===== src/awd_pkg.sv =====
/*
 * awd_pkg: constants for the converter window detector.
 * Assumes an 8-bit special function register bus with a byte address.
 */
package awd_pkg;
   // ==========================================================
   // register addresses
   localparam logic [7:0] AWD_ADDR_UPPER_LO  = 8'hC5;
   localparam logic [7:0] AWD_ADDR_UPPER_HI  = 8'hC6;
   localparam logic [7:0] AWD_ADDR_LOWER_LO  = 8'hC3;
   localparam logic [7:0] AWD_ADDR_LOWER_HI  = 8'hC4;
   localparam logic [7:0] AWD_ADDR_CONTROL   = 8'hE8;
   // ==========================================================
   // reset values, field positions and conversion constants
   localparam logic [7:0] AWD_RST_BYTE       = 8'h00;
   localparam int         AWD_CTL_FLAG_BIT   = 3;
   localparam int         AWD_RES_BITS       = 10;
   localparam int         AWD_CONV_SAR_CLKS  = 10;
   localparam logic [4:0] AWD_SAR_DIV_RST    = 5'h1F;
endpackage : awd_pkg


===== src/awd_cmp_if.sv =====
/*
 * awd_cmp_if: carries one word and both limits to the comparator.
 * Assumes all words share one justification and signedness.
 */
`timescale 1ns/100ps
`default_nettype none
interface awd_cmp_if;
   logic [15:0] word;
   logic [15:0] lower;
   logic [15:0] upper;
   logic        signed_mode;
   logic        hit;
   modport src (output word, output lower, output upper, output signed_mode, input hit);
   modport cmp (input word, input lower, input upper, input signed_mode, output hit);
endinterface : awd_cmp_if
`default_nettype wire


===== src/awd_compare.sv =====
/*
 * awd_compare: combinational window test of one result word.
 * Assumes the caller registers the hit.
 */
`timescale 1ns/100ps
`default_nettype none
module awd_compare (
   awd_cmp_if.cmp cmp
);
   logic gt_low;
   logic lt_up;
   logic inside_cfg;
   // ==========================================================
   // signed view flips the sign bit so one unsigned compare serves
   logic [15:0] w;
   logic [15:0] lo;
   logic [15:0] up;
   always_comb begin
      w  = cmp.word  ^ {cmp.signed_mode, 15'h0000};
      lo = cmp.lower ^ {cmp.signed_mode, 15'h0000};
      up = cmp.upper ^ {cmp.signed_mode, 15'h0000};
      inside_cfg = (lo < up);
      gt_low = (w > lo);
      lt_up  = (w < up);
      if (inside_cfg) begin
         cmp.hit = gt_low && lt_up;
      end else begin
         // swapped bounds: below upper or above lower
         cmp.hit = (w < up) || (w > lo);
      end
   end
endmodule : awd_compare
`default_nettype wire


===== src/awd_window.sv =====
/*
 * awd_window: limit registers, conversion timing and window flag.
 * Assumes the core gives one-cycle write strobes and reads by address alone on the register bus
 * and that a result word arrives with a start pulse from the converter.
 */
// How it works
// - upper limit low byte at C5, reset zero
// - inside window: strictly between limits flags
// - outside window: strictly beyond limits flags
// - single-ended compares as unsigned values
// - differential compares as two's-complement values
// - signed example minus one to 64 works
// - conversion takes ten SAR clocks minimum
// - limit order alone picks inside or outside
`timescale 1ns/100ps
`default_nettype none
module awd_window
   import awd_pkg::*;
#(
   parameter int CONV_CLKS = AWD_CONV_SAR_CLKS
) (
   // clock and reset
   input  wire logic       i_clk,
   input  wire logic       i_rst,
   // register bus
   input  wire logic [7:0] i_addr,
   input  wire logic [7:0] i_wdata,
   input  wire logic       i_wr,
   output logic      [7:0] o_rdata,
   // converter side
   input  wire logic       i_start,
   input  wire logic [9:0] i_sample,
   input  wire logic       i_diff_mode,
   input  wire logic       i_left_justify_select,
   input  wire logic [4:0] i_sar_div,
   // status
   output logic            o_busy,
   output logic            o_window_match_flag,
   output logic [15:0]     o_result_word
);
   // sar_cnt is five bits wide, so it can count no further than this
   localparam int CONV_CLKS_MAX = 32;
   if (CONV_CLKS < AWD_CONV_SAR_CLKS || CONV_CLKS > CONV_CLKS_MAX) begin : g_bad_conv
      $error("conversion count out of range");
   end
   // ==========================================================
   // state
   typedef enum logic [1:0] {
      AWD_IDLE = 2'b01,
      AWD_CONV = 2'b10
   } awd_st_type;
   typedef struct packed {
      awd_st_type  st;
      logic [7:0]  up_lo;
      logic [7:0]  up_hi;
      logic [7:0]  lo_lo;
      logic [7:0]  lo_hi;
      logic [4:0]  pre;
      logic [4:0]  sar_cnt;
      logic [9:0]  samp;
      logic [15:0] result;
      logic        done;
      logic        flag;
      logic [7:0]  rdata;
      logic        busy;
      logic [15:0] busy_len;
   } awd_state_type;
   awd_state_type s_r;
   awd_state_type s_nxt;
   awd_cmp_if ci ();
   logic [15:0] fmt;
   // ==========================================================
   // comparator hookup, compares the word just stored
   always_comb begin
      ci.word        = s_r.result;
      ci.lower       = {s_r.lo_hi, s_r.lo_lo};
      ci.upper       = {s_r.up_hi, s_r.up_lo};
      ci.signed_mode = i_diff_mode;
   end
   awd_compare u_cmp (
      .cmp (ci)
   );
   always_comb begin
      if (i_left_justify_select) begin
         fmt = {s_r.samp, 6'h00};
      end else begin
         fmt = {{6{s_r.samp[9] & i_diff_mode}}, s_r.samp};
      end
   end
   // ==========================================================
   // next state
   always_comb begin
      s_nxt      = s_r;
      s_nxt.done = 1'b0;
      // length of the running conversion, kept for the timing check only
      s_nxt.busy_len = s_r.busy ? (s_r.busy_len + 16'h0001) : 16'h0000;
      case (s_r.st)
         AWD_IDLE: begin
            if (i_start) begin
               s_nxt.st      = AWD_CONV;
               s_nxt.samp    = i_sample;
               s_nxt.pre     = 5'h00;
               s_nxt.sar_cnt = 5'h00;
            end
         end
         AWD_CONV: begin
            if (s_r.pre == i_sar_div) begin
               s_nxt.pre = 5'h00;
               if (s_r.sar_cnt == 5'(CONV_CLKS - 1)) begin
                  s_nxt.st     = AWD_IDLE;
                  s_nxt.result = fmt;
                  s_nxt.done   = 1'b1;
               end else begin
                  s_nxt.sar_cnt = s_r.sar_cnt + 5'h01;
               end
            end else begin
               s_nxt.pre = s_r.pre + 5'h01;
            end
         end
         default: s_nxt.st = AWD_IDLE;
      endcase
      if (i_wr) begin
         case (i_addr)
            AWD_ADDR_UPPER_LO: s_nxt.up_lo = i_wdata;
            AWD_ADDR_UPPER_HI: s_nxt.up_hi = i_wdata;
            AWD_ADDR_LOWER_LO: s_nxt.lo_lo = i_wdata;
            AWD_ADDR_LOWER_HI: s_nxt.lo_hi = i_wdata;
            AWD_ADDR_CONTROL: begin
               if (!i_wdata[AWD_CTL_FLAG_BIT]) begin
                  s_nxt.flag = 1'b0;
               end
            end
            default: ;
         endcase
      end
      // set beats a simultaneous clear
      if (s_r.done && ci.hit) begin
         s_nxt.flag = 1'b1;
      end
      case (i_addr)
         AWD_ADDR_UPPER_LO: s_nxt.rdata = s_nxt.up_lo;
         AWD_ADDR_UPPER_HI: s_nxt.rdata = s_nxt.up_hi;
         AWD_ADDR_LOWER_LO: s_nxt.rdata = s_nxt.lo_lo;
         AWD_ADDR_LOWER_HI: s_nxt.rdata = s_nxt.lo_hi;
         AWD_ADDR_CONTROL: begin
            s_nxt.rdata                   = AWD_RST_BYTE;
            s_nxt.rdata[AWD_CTL_FLAG_BIT] = s_nxt.flag;
         end
         default:           s_nxt.rdata = AWD_RST_BYTE;
      endcase
      // busy as its own flop so the output needs no decode
      s_nxt.busy = (s_nxt.st == AWD_CONV);
   end
   always_ff @(posedge i_clk or posedge i_rst) begin
      if (i_rst) begin
         s_r.st      <= AWD_IDLE;
         s_r.up_lo   <= AWD_RST_BYTE;
         s_r.up_hi   <= AWD_RST_BYTE;
         s_r.lo_lo   <= AWD_RST_BYTE;
         s_r.lo_hi   <= AWD_RST_BYTE;
         s_r.pre     <= 5'h00;
         s_r.sar_cnt <= 5'h00;
         s_r.samp    <= 10'h000;
         s_r.result  <= 16'h0000;
         s_r.done    <= 1'b0;
         s_r.flag    <= 1'b0;
         s_r.rdata   <= AWD_RST_BYTE;
         s_r.busy    <= 1'b0;
         s_r.busy_len <= 16'h0000;
      end else begin
         s_r <= s_nxt;
      end
   end
   assign o_rdata             = s_r.rdata;
   assign o_busy              = s_r.busy;
   assign o_window_match_flag = s_r.flag;
   assign o_result_word       = s_r.result;
endmodule : awd_window
`default_nettype wire

===== config.mk =====
export PLATFORM = sky130hd
export DESIGN_NAME = awd_window
export DESIGN_NICKNAME = d
export VERILOG_FILES = /design/src/awd_pkg.sv /design/src/awd_cmp_if.sv /design/src/awd_compare.sv /design/src/awd_window.sv
export SDC_FILE = /design/constraint.sdc
export NUM_CORES = 1
export LEC_CHECK = 0
export ABC_AREA = 0
export BUFFER_PORTS_ARGS = -buffer_cell sky130_fd_sc_hd__buf_2
export CORE_MARGIN = 1
export CORE_UTILIZATION = 45
export CTS_CLUSTER_SIZE = 30
export DETAILED_ROUTE_END_ITERATION = 12
export PLACE_DENSITY_LB_ADDON = 0.08
export SKIP_CTS_REPAIR_TIMING = 1
export SYNTH_ARGS = -nofsm -noshare
export SYNTH_HDL_FRONTEND = slang
export SYNTH_SLANG_ARGS = --single-unit

===== constraint.sdc =====
create_clock -name i_clk -period 3.3 [get_ports i_clk]
set_input_delay 0.66 -clock i_clk [delete_from_list [all_inputs] [get_ports i_clk]]
set_output_delay 0.66 -clock i_clk [all_outputs]
set_load 0.02 [all_outputs]

* After elaboration in Yosys (flattened, before gate mapping) *
Index checks and enable logic that the tools add are counted.

word-level totals
  register bits after elaboration = 81
  latch bits = 0
  memory bits (writable) = 0
  memory bits (read-only) = 0
  input port bits = 37
  memories = 0

operators by class
  add/sub/neg operators = 2
  multipliers = 0
  divide/modulo/power cells = 0
  magnitude comparators = 3
  eq/ne operators = 13
  shift-type cells = 0
  multiplexer cells = 24
  bitwise gates (word level) = 4
  reductions and logical operators = 8

operator list
  kind                                                              number
  16-bit bitwise XOR                                                3
  8-bit == test (second input constant)                             5
  8-bit case mux with 5 select lines                                1
  16-bit < comparator                                               2
  32-bit 2-to-1 mux                                                 1
  8-bit 2-to-1 mux                                                  4
  20-bit 2-to-1 mux                                                 1
  10-bit case mux with 2 select lines                               1
  16-bit > comparator                                               1
  16-bit 2-to-1 mux                                                 1
  5-bit 2-to-1 mux                                                  3
  5-bit by 1-bit adder with 5-bit output (second input constant)    2
  1-bit 2-to-1 mux                                                  8
  2-bit 2-to-1 mux                                                  3
  2-bit inequality test (second input constant)                     3
  5-bit by 4-bit == test with 1-bit output (second input constant)  1
  5-bit == test                                                     1
  2-bit == test (second input constant)                             2
  2-bit case mux with 2 select lines                                1
  2-bit AND reduction                                               2
  4-bit AND reduction                                               1
  3-bit AND reduction                                               1
  2-bit by 1-bit == test with 1-bit output (second input constant)  1
  1-bit logical AND                                                 2
  3 further kinds                                                   3

* Logic depth before layout (Yosys ltp) *
Gate-level depths: netlist of run 1.

  depth after elaboration = 7
  depth in mapped cells = 8

* By module *
Synthesis of run 1 repeated with hierarchy kept, for this count alone.

unflattened totals
  cells, all modules = 521
  area, all modules = 5350.1 um^2

by module, submodules not included
  module       times used  cells an instance  area each (um^2)  sequential area each (um^2)
  awd_window   1           378                4237.8            2028.2
  awd_compare  1           143                1112.3            0.0

* Least setup slack after synthesis of run 1 *
Ideal clock, no wire load.

  kind = input port to flip-flop
  start point = input i_addr[0]
  end point = register s_r (netlist bit ci.lower[0])
  arrival time = 1.901 ns
  setup slack = 1.274 ns
  stages = 5
  path buffers = 1
  cell sequence = buf_2 > nand2_1 > nor4b_4 > nand2_2 > mux2_2

RTL lines
  item                  RTL line           RTL
  from (decl)           awd_window.sv:26   input wire logic [7:0] i_addr,
  to (signal assigned)  awd_window.sv:171  s_r <= s_nxt;
  to (decl)             awd_window.sv:68   awd_state_type s_r;

==> results.yml, run 1 <==
setup_path:
  crit_path_max_fanout: 4
  cpMostUsedCell: "nand4_1"
  cp_cell_sequence: "inv_1 -> ha_1 -> a21o_1 -> a2111oi_0 -> a311oi_1 -> a221o_1 -> nand4_1 -> nand4_1"
  max_stage_delay_ns: 0.47
  cp.required_ns: 3.53
  r2r_slack_ns: 1.0
  r2r-start: "ci.lower[13]"
  r2r-end: "o_rdata[3]"
  reg2reg_depth: 8
  cp_slowest_cell: "a2111oi_0"
  startpoint_type: "flop"
  crit_type: "reg -> reg"
  critical_path_arrival_ns: 2.54
  crit_path_end_kind: "flop"
route:
  drt-pass1-iter-count: 4
  routed_wl_um: 12200
  drc_errors: 0
  routed-via-count: 3836
  avgRoutedWirePerCell_um: 17.6
  vias_per_cell: 5.55
  highest_layer: "met4"
  drt_iter0_drc: 157
  ant_nets: 0
  drt-met1-wl_um: 5510
  wl_met2_um: 5850
  met3_length_um: 553
sta:
  max_freq_ghz: 0.434
  rsz0062_at_grt: "no"
  worst-slew-pin-transition_ns: 0.874
  hold_viol_final: 0
  slew_viol_final: 0
  layout_worst_path_cycle_share_pct: 69.8
  finClkSkew_ns: 0.0136
  maxSlewHeadroom_pct: 41.4
  finalSetupTns_ns: 0
  period_minus_slack_ns: 2.30
  setup_viol: 0
yosys:
  synth_area_per_cell_um2: 9.96
  synth_nets: 593
  synth.distinct_cells: 50
  synth-main-ff-cell: "dfrtp_1"
  synth-async-reset-ratio_pct: 100
  ys_seq_area_share_pct: 40.1
  yosysWarnings: 0
  synth.ff_latch_count: 81
  synth_edf_count: 0
  netlist_area_um2: 5060
  synthCells: 508
cts:
  cts_tree: "built"
  h-tree-depth: 3
  clk_pin_slew_ns: 0.09
  clockBufferDepth: 2
  root_buffer: "clkbuf_8"
  numCtsBuffers: 9
  clkSinkCount: 81
  clock_latency_ns: 0.36
global_routing:
  antenna_found_initial: 0
  grt_max_degree: 82
  track_usage_pct: 22.6
  grt_overflow: 0
  grt_pass1_wl_um: 19900
  grt_pass1_vias: 3787
placement:
  numPortBuffers: 62
  place_area_um2: 5340
  globalplace.congestion: 0.852
  dp_cells: 675
  dp_hpwl_um: 9350
floorplan:
  die_x_um: 108
  placementRows: 38
  die_area_um2: 11700
  start_util_pct: 46.5
  die_h_um: 108
  io_pins: 63
  core_area_um2: 10900
finish:
  final_cells: 691
  diodes: 0
  drive_gt1_share_pct: 25.0
  area_delta_synth_final_pct: 9.79
  fin_area_um2: 5560
  layout.nets: 631
run:
  drv_cap: 0
status:
  status: "complete, no violations"
hold_path:
  hp-class: "in -> async"
power:
  peakVddDrop_uv: 253
  power_leakage_nw: 2.69
  power_density_nw_per_um2: 471
-- layout make-up --
class                           instances  area [um^2]
Multi-Input combinational cell        352         2650
Timing Repair Buffer                   64          338
Fill cell                            1015         5330
Sequential cell                        81         2030
Tap cell                              140          175
Inverter                               38          144
Clock buffer                           10          128
Clock inverter                          6         90.1
-- kinds of logic after synthesis --
family | count (synthesis) | share of synthesized area [%]
XOR/XNOR | 5 | 0.865
adder cells (fa/ha/maj) | 48 | 11.9
multiplexers | 43 | 9.47
flip-flops | 81 | 40.1
buffers and inverters | 75 | 7.49
AND/OR/NAND/NOR | 146 | 16.2
AO/OA/AOI/OAI | 110 | 14.0
-- placed cells by master (no fill, tap or decap), types with 2 or more instances in the layout --
cell / instances
o31ai_1: 3
a221o_1: 3
nor4_4: 2
o211ai_1: 5
nor2b_1: 7
a22o_1: 8
inv_6: 2
nand2_1: 51
and4bb_2: 2
a211o_1: 2
dfrtp_1: 80
a21o_1: 5
nand2b_1: 3
xnor2_1: 5
nor2_1: 16
inv_1: 37
buf_2: 62
nor3b_1: 3
a221oi_1: 7
mux2_2: 39
nand2_2: 3
nor3_1: 6
and4_1: 3
and3_1: 3
and2_1: 3
nand4_1: 10
a21oi_1: 22
and3b_1: 3
a211oi_1: 9
nand3b_1: 7
bufinv_16: 2
or2_2: 5
nand3_1: 14
clkinv_2: 2
clkbuf_8: 9
ha_1: 48
o21ai_0: 37
a31oi_1: 3
mux2i_1: 4
-- worst max-delay path by stage --
stage | start | endpoint | depth (start not counted)
final | ci.lower[13] | o_rdata[3] | 8
after global routing | s_r[95] | s_r[55] | 6
after CTS | ci.lower[13] | o_rdata[3] | 8
after detailed placement | i_addr[3] | ci.lower[12] | 5
after global placement | i_addr[3] | o_rdata[5] | 6
after floorplan | i_rst | ci.lower[0] | 1
-- stage by stage --
| step | utilization, % | setup slack (ns) | total power, mW | hold WS, ns |
|---|---|---|---|---|
| final | 51.0 | 0.995 | 2.62 | 0.376 |
| after global placement | 49.0 | 0.984 | 1.80 | 0.480 |
| after global routing | 51.0 | 0.869 | 2.78 | 0.412 |
| after detailed placement | 49.0 | 0.952 | 1.82 | 0.471 |
| after floorplan | - | 0.562 | 1.63 | 0.450 |
| after CTS | 51.0 | 0.999 | 2.65 | 0.399 |
-- power by group --
| part | internal [mW] | total [mW] | switching [mW] |
|---|---|---|---|
| clock | 0.431 | 0.820 | 0.390 |
| sequential | 1.11 | 1.21 | 0.0994 |
| combinational | 0.255 | 0.587 | 0.332 |
-- per-layer routing --
layer,up-vias,track usage (%)
met5,-,0
met4,0,7.53
met3,22,4.10
met2,86,37.3
met1,1848,29.9
li1,1880,-
-- cell usage after synthesis (all sizes together) (4+ instances only) --
| master | count | area [um^2] |
|---|---|---|
| nand3b | 7 | 52.6 |
| mux2 | 39 | 439 |
| a221oi | 7 | 61.3 |
| inv | 38 | 143 |
| clkbuf | 10 | 38.8 |
| a211oi | 10 | 80.1 |
| nor2 | 17 | 66.3 |
| nand2 | 55 | 221 |
| nor2b | 7 | 43.8 |
| or2 | 5 | 31.3 |
| buf | 27 | 198 |
| xnor2 | 5 | 43.8 |
| nand4 | 10 | 62.6 |
| nand3 | 14 | 70.1 |
| dfrtp | 80 | 2000 |
| a21oi | 22 | 110 |
| o21ai | 38 | 190 |
| o211ai | 5 | 37.5 |
| ha | 48 | 601 |
| nor3 | 7 | 40.0 |
| a22o | 8 | 70.1 |
| mux2i | 4 | 40.0 |
| a21o | 5 | 37.5 |
-- flip-flops by register name, indices dropped and copies added, names as in the netlist --
name and cells:
ci.lower 16, o_rdata 8, o_busy 1, o_result_word 16, ci.upper 16, o_window_match_flag 1, s_r 23
-- critical path, delay by kind of cell (launching register included) --
kind	cells	cell delay [ns]
AOI/OAI and AO/OA	4	1.14
DFF	1	0.44
adders and majority gates	1	0.29
and+or+nand+nor	2	0.24
buffers and inverters	1	0.07
Note: power is estimated with default switching activity, not from simulation.
==> run 2: changes to the inputs <==
--- a/config.mk
+++ b/config.mk
@@ -5,7 +5,7 @@
 export SDC_FILE = /design/constraint.sdc
 export NUM_CORES = 1
 export LEC_CHECK = 0
-export ABC_AREA = 0
+export ABC_AREA = 1
 export BUFFER_PORTS_ARGS = -buffer_cell sky130_fd_sc_hd__buf_2
 export CORE_MARGIN = 1
 export CORE_UTILIZATION = 45
==> constraint.sdc (replaced) <==
create_clock -name i_clk -period 2.1 [get_ports i_clk]
set_input_delay 0.42 -clock i_clk [delete_from_list [all_inputs] [get_ports i_clk]]
set_output_delay 0.42 -clock i_clk [all_outputs]
set_load 0.02 [all_outputs]
==> run 2 against run 1 <==
Clock skew is 0.00058 ns lower. Sequential power increased by 53%. Core utilization is 0.66 points higher. Final area grew 1.3%. Global-route usage is 0.25 points lower. Register-to-register slack got worse by 0.83 ns. Setup slack got worse by 0.83 ns. Worst hold slack worse by 0.24 ns. Sequential share of layout area decreased by 0.46 points. Synthesized area decreased by 0.22%. Sequential cell count is the same. Fmax grew 19%. Largest cell class unchanged.
==> results.yml, run 2 <==
cts:
  numCtsBuffers: 9
  clkSinkCount: 81
  h-tree-depth: 3
  cts_tree: "built"
  clock_latency_ns: 0.38
  clk_pin_slew_ns: 0.08
  clockBufferDepth: 2
  root_buffer: "clkbuf_8"
power:
  peakVddDrop_uv: 390
  p_sw_mw: 1.20
  p_int_mw: 2.56
  power_leakage_nw: 3.25
  comb_power_share_pct: 21.5
  seqPwrFrac_pct: 49.2
  power_density_nw_per_um2: 669
  p_sw_share_pct: 32.0
  power_frac_clock_pct: 29.4
finish:
  layout_common_cells: "nand2_1, inv_1, dfrtp_1, buf_2, ha_1"
  area_delta_synth_final_pct: 11.4
  layout.nets: 766
  top_register: "s_r"
  register_area_um2: 2030
  multi_input_area_um2: 2450
  fillers: 1089
  layout_commonest_cell: "nand2_1"
  final_core_util_pct: 51.7
  drive_gt1_share_pct: 16.8
  largest_reg_flops: 23
  diodes: 0
sta:
  setup_viol: 0
  slew_viol_final: 0
  holdWs_ns: 0.140
  finalSetupTns_ns: 0
  finClkSkew_ns: 0.0130
  max_freq_ghz: 0.518
  worst-slew-pin-transition_ns: 0.483
  fin_ws_ns: 0.168
  hold_viol_final: 0
  maxSlewHeadroom_pct: 67.5
  period_minus_slack_ns: 1.93
  rsz0062_at_grt: "no"
  layout_worst_path_cycle_share_pct: 92.0
route:
  drt-pass1-iter-count: 4
  ant_nets: 0
  routed_wl_um: 11700
  drt_iter0_drc: 135
  routed-via-count: 4057
  vias_per_cell: 4.92
  drc_errors: 0
  avgRoutedWirePerCell_um: 14.1
yosys:
  ys_seq_area_share_pct: 40.2
  yosysWarnings: 0
  netlist_area_um2: 5050
  ys_top_cells_by_area: "dfrtp_1, nand2_1, ha_1, inv_1, o21ai_0"
  synth-async-reset-ratio_pct: 100
  synth.distinct_cells: 35
  synth-main-ff-cell: "dfrtp_1"
  synth.ff_latch_count: 81
  netlist_top_cells_count: "nand2_1, inv_1, dfrtp_1, ha_1, nor2_1"
  synth_top_area_cell: "dfrtp_1"
  synthDominantCellAreaShare_pct: 39.6
  synth_area_per_cell_um2: 8.07
  synthCells: 626
  synth.most_common_cell: "nand2_1"
  synth_nets: 711
  synth_edf_count: 0
status:
  status: "complete, no violations"
floorplan:
  core_area_um2: 10900
  io_pins: 63
  placementRows: 38
  die_area_um2: 11700
  die_x_um: 108
  start_util_pct: 46.4
  die_h_um: 108
global_routing:
  grt_pass1_wl_um: 19700
  grt_pass1_vias: 4101
  track_usage_pct: 22.4
  antenna_found_initial: 0
  grt_max_degree: 82
  grt_overflow: 0
setup_path:
  crit_type: "reg -> reg"
  r2r-start: "s_r[95]"
  startpoint_type: "flop"
  reg2reg_depth: 8
  r2r_slack_ns: 0.17
  r2r-end: "o_busy"
  crit_path_end_kind: "flop"
  cp.required_ns: 2.37
  critical_path_arrival_ns: 2.20
  crit_path_max_fanout: 22
hold_path:
  hp-class: "in -> async"
placement:
  dp_slack_ns: 0.134
  numPortBuffers: 62
  dp_hpwl_um: 9150
  globalplace.congestion: 0.840
run:
  drv_cap: 0
-- run 2: how the worst max path moves through the flow --
stage                      end  cells past startpoint          from
global route            o_busy                      8       s_r[95]
global placement    o_rdata[3]                     11     i_addr[5]
CTS                 o_rdata[3]                     12  ci.lower[14]
floorplan              s_r[53]                      7       s_r[95]
detailed placement  o_rdata[3]                     11     i_addr[5]
finish                  o_busy                      8       s_r[95]
-- run 2: layout make-up --
type,count,area share [%]
Inverter,92,6.27
Sequential cell,81,36.0
Clock inverter,4,0.800
Tap cell,140,3.11
Clock buffer,11,2.33
Timing Repair Buffer,76,7.83
Multi-Input combinational cell,421,43.6
-- run 2: critical path, cell delays in order, from the launching register on --
cell and delay [ns]:
dfstp_2 0.55, inv_1 0.05, ha_1 0.23, inv_1 0.18, nor2_1 0.12, nand2_1 0.21, buf_12 0.19, nand2_1 0.08
a211oi_1 0.22
-- run 2: cell families (layout without fill, tap and decap cells) --
family                     count (synthesis)  after routing  share of synthesized area, %
AOI/OAI and AO/OA                         92             92                          10.5
buffers and inverters                    124            183                          11.5
DFF                                       81             81                          40.2
xor gates and xnor gates                  12             12                          2.08
muxes                                      8              8                          1.59
adders and majority gates                 48             48                          11.9
and+or+nand+nor                          261            261                          22.3
-- run 2: per-layer routing --
metal | global-route usage (%) | part of all wire, % | routed length [um]
met1 | 28.6 | 47 | 5490
met2 | 37.5 | 48 | 5560
met3 | 3.74 | 3.8 | 440
met4 | 9.20 | 1.5 | 176
met5 | 0 | 0 | 0
-- run 2: power groups by stage --
stage	clock network (mW)	registers (mW)	logic [mW]
2_1_floorplan	0	1.86	0.555
3_3_place_gp	0	1.88	0.790
3_5_place_dp	0	1.88	0.808
4_1_cts	1.14	1.85	0.817
5_1_grt	1.19	1.88	0.951
6_report	1.11	1.85	0.808
-- run 2: through the flow --
stage	std cells	power, mW	instance area, um^2
6_report	825	3.77	5630
2_1_floorplan	626	2.41	5050
5_1_grt	825	4.02	5630
3_5_place_dp	810	2.69	5440
4_1_cts	825	3.81	5610
3_3_place_gp	810	2.67	5440
==> run 3: changes to the inputs <==
--- a/config.mk
+++ b/config.mk
@@ -7,8 +7,10 @@
 export LEC_CHECK = 0
 export ABC_AREA = 1
 export BUFFER_PORTS_ARGS = -buffer_cell sky130_fd_sc_hd__buf_2
+export CELL_PAD_IN_SITES_DETAIL_PLACEMENT = 0
+export CELL_PAD_IN_SITES_GLOBAL_PLACEMENT = 1
 export CORE_MARGIN = 1
-export CORE_UTILIZATION = 45
+export CORE_UTILIZATION = 39
 export CTS_CLUSTER_SIZE = 30
 export DETAILED_ROUTE_END_ITERATION = 12
 export PLACE_DENSITY_LB_ADDON = 0.08
==> run 3 against run 2 <==
Clock-buffer cell count grew 2. Global-route usage shrank 2.5 points. Power grew 13%. Non-clock buffer count grew 3. First-iteration DRC count grew 15%. Largest cell class unchanged. Critical path type unchanged. Via count shrank 0.91%.
==> results.yml, run 3 (synthesis results as in run 2) <==
route:
  drc_errors: 0
  routed_wl_um: 12200
  drt-pass1-iter-count: 4
  drt_iter0_drc: 155
  avgRoutedWirePerCell_um: 14.2
  vias_per_cell: 4.66
  routed-via-count: 4020
  ant_nets: 0
power:
  power_leakage_nw: 3.31
  power_density_nw_per_um2: 731
  peakVddDrop_uv: 356
finish:
  area_delta_synth_final_pct: 15.2
  largest_reg_flops: 23
  layout.nets: 770
  layout_common_cells: "nand2_1, inv_1, dfrtp_1, buf_2, ha_1"
  layout_commonest_cell: "nand2_1"
  drive_gt1_share_pct: 17.8
  fillers: 1273
  diodes: 0
  fin_area_um2: 5820
  top_register: "s_r"
sta:
  max_freq_ghz: 0.525
  worst-slew-pin-transition_ns: 0.463
  finClkSkew_ns: 0.00413
  hold_viol_final: 0
  slew_viol_final: 0
  maxSlewHeadroom_pct: 68.8
  setup_viol: 0
  fin_ws_ns: 0.195
  period_minus_slack_ns: 1.91
  finalSetupTns_ns: 0
  layout_worst_path_cycle_share_pct: 90.7
placement:
  dp_slack_ns: 0.142
  numPortBuffers: 62
  dp_hpwl_um: 9540
  globalplace.congestion: 0.777
  place_area_um2: 5490
status:
  status: "complete, no violations"
cts:
  clockBufferDepth: 2
  cts_tree: "built"
  numCtsBuffers: 9
  clk_pin_slew_ns: 0.06
  root_buffer: "clkbuf_16"
  h-tree-depth: 3
  clkSinkCount: 81
  clock_latency_ns: 0.34
floorplan:
  placementRows: 41
  die_area_um2: 13400
  start_util_pct: 40.0
  io_pins: 63
  die_x_um: 116
  die_h_um: 116
  core_area_um2: 12600
setup_path:
  startpoint_type: "flop"
  crit_path_max_fanout: 2
  crit_path_end_kind: "flop"
  cp.required_ns: 2.33
  crit_type: "reg -> reg"
  critical_path_arrival_ns: 2.14
global_routing:
  track_usage_pct: 19.8
  grt_pass1_wl_um: 19900
  antenna_found_initial: 0
  grt_pass1_vias: 3939
  grt_overflow: 0
  grt_max_degree: 82
hold_path:
  hp-class: "in -> async"
run:
  drv_cap: 0
run 3: path summary, 6_finish.rpt:
path                        startpoint     endpoint  slack, ns  cells past startpoint
max                        ci.lower[7]   o_rdata[3]       0.19                     12
min                              i_rst      s_r[50]       0.17                      3
max reg2reg                ci.lower[7]   o_rdata[3]       0.19                     12
min reg2reg                    s_r[45]      s_r[45]       0.51                      2
max in group asynchronous        i_rst  ci.lower[4]       1.53                      3
min in group i_clk         i_sample[9]      s_r[52]       0.27                      3
run 3: metal layers:
layer / vias up / part of all wire, % / GRT usage [%]
met2: 63 / 47 / 32.7
met4: 0 / 2.1 / 7.86
met3: 15 / 2.6 / 2.93
met5: - / 0 / 0
met1: 1837 / 48 / 26.3
li1: 2105 / - / -
run 3: cell type report:
cell class / instances / area, um^2 / share of cell area [%]
timing repair buffer: 79 / 454 / 7.81
clock buffer: 13 / 280 / 4.82
sequential: 81 / 2030 / 34.9
tap: 172 / 215 / 3.70
multi-input combinational: 421 / 2460 / 42.3
inverter: 92 / 353 / 6.07
clock inverter: 3 / 22.5 / 0.387
timing repair inverter: 1 / 5.00 / 0.0861
run 3: critical path, cell delays in order, from the launching register on:
cell	delay [ns]
dfrtp_1	0.36
inv_1	0.06
ha_1	0.30
nand2_1	0.08
nor2_2	0.17
nand4_1	0.11
or2_2	0.31
nand2_1	0.07
a21oi_1	0.06
nand2_1	0.10
nand2_1	0.07
nand2_1	0.06
nand2_1	0.04
run 3: power by group:
group / switching [mW] / internal (mW) / total [mW]
combinational: 0.531 / 0.292 / 0.823
sequential: 0.120 / 1.74 / 1.86
clock: 0.638 / 0.930 / 1.57
run 3: through the flow:
step / total power, mW / hold slack, ns / instances / utilization, %
detailed placement: 2.72 / 0.497 / 845 / 43.5
CTS: 4.31 / 0.222 / 861 / 45.9
global placement: 2.70 / 0.503 / 845 / 43.5
global route: 4.51 / 0.247 / 862 / 46.1
finish: 4.25 / 0.174 / 862 / 46.1
floorplan: 2.41 / 0.470 / 626 / -
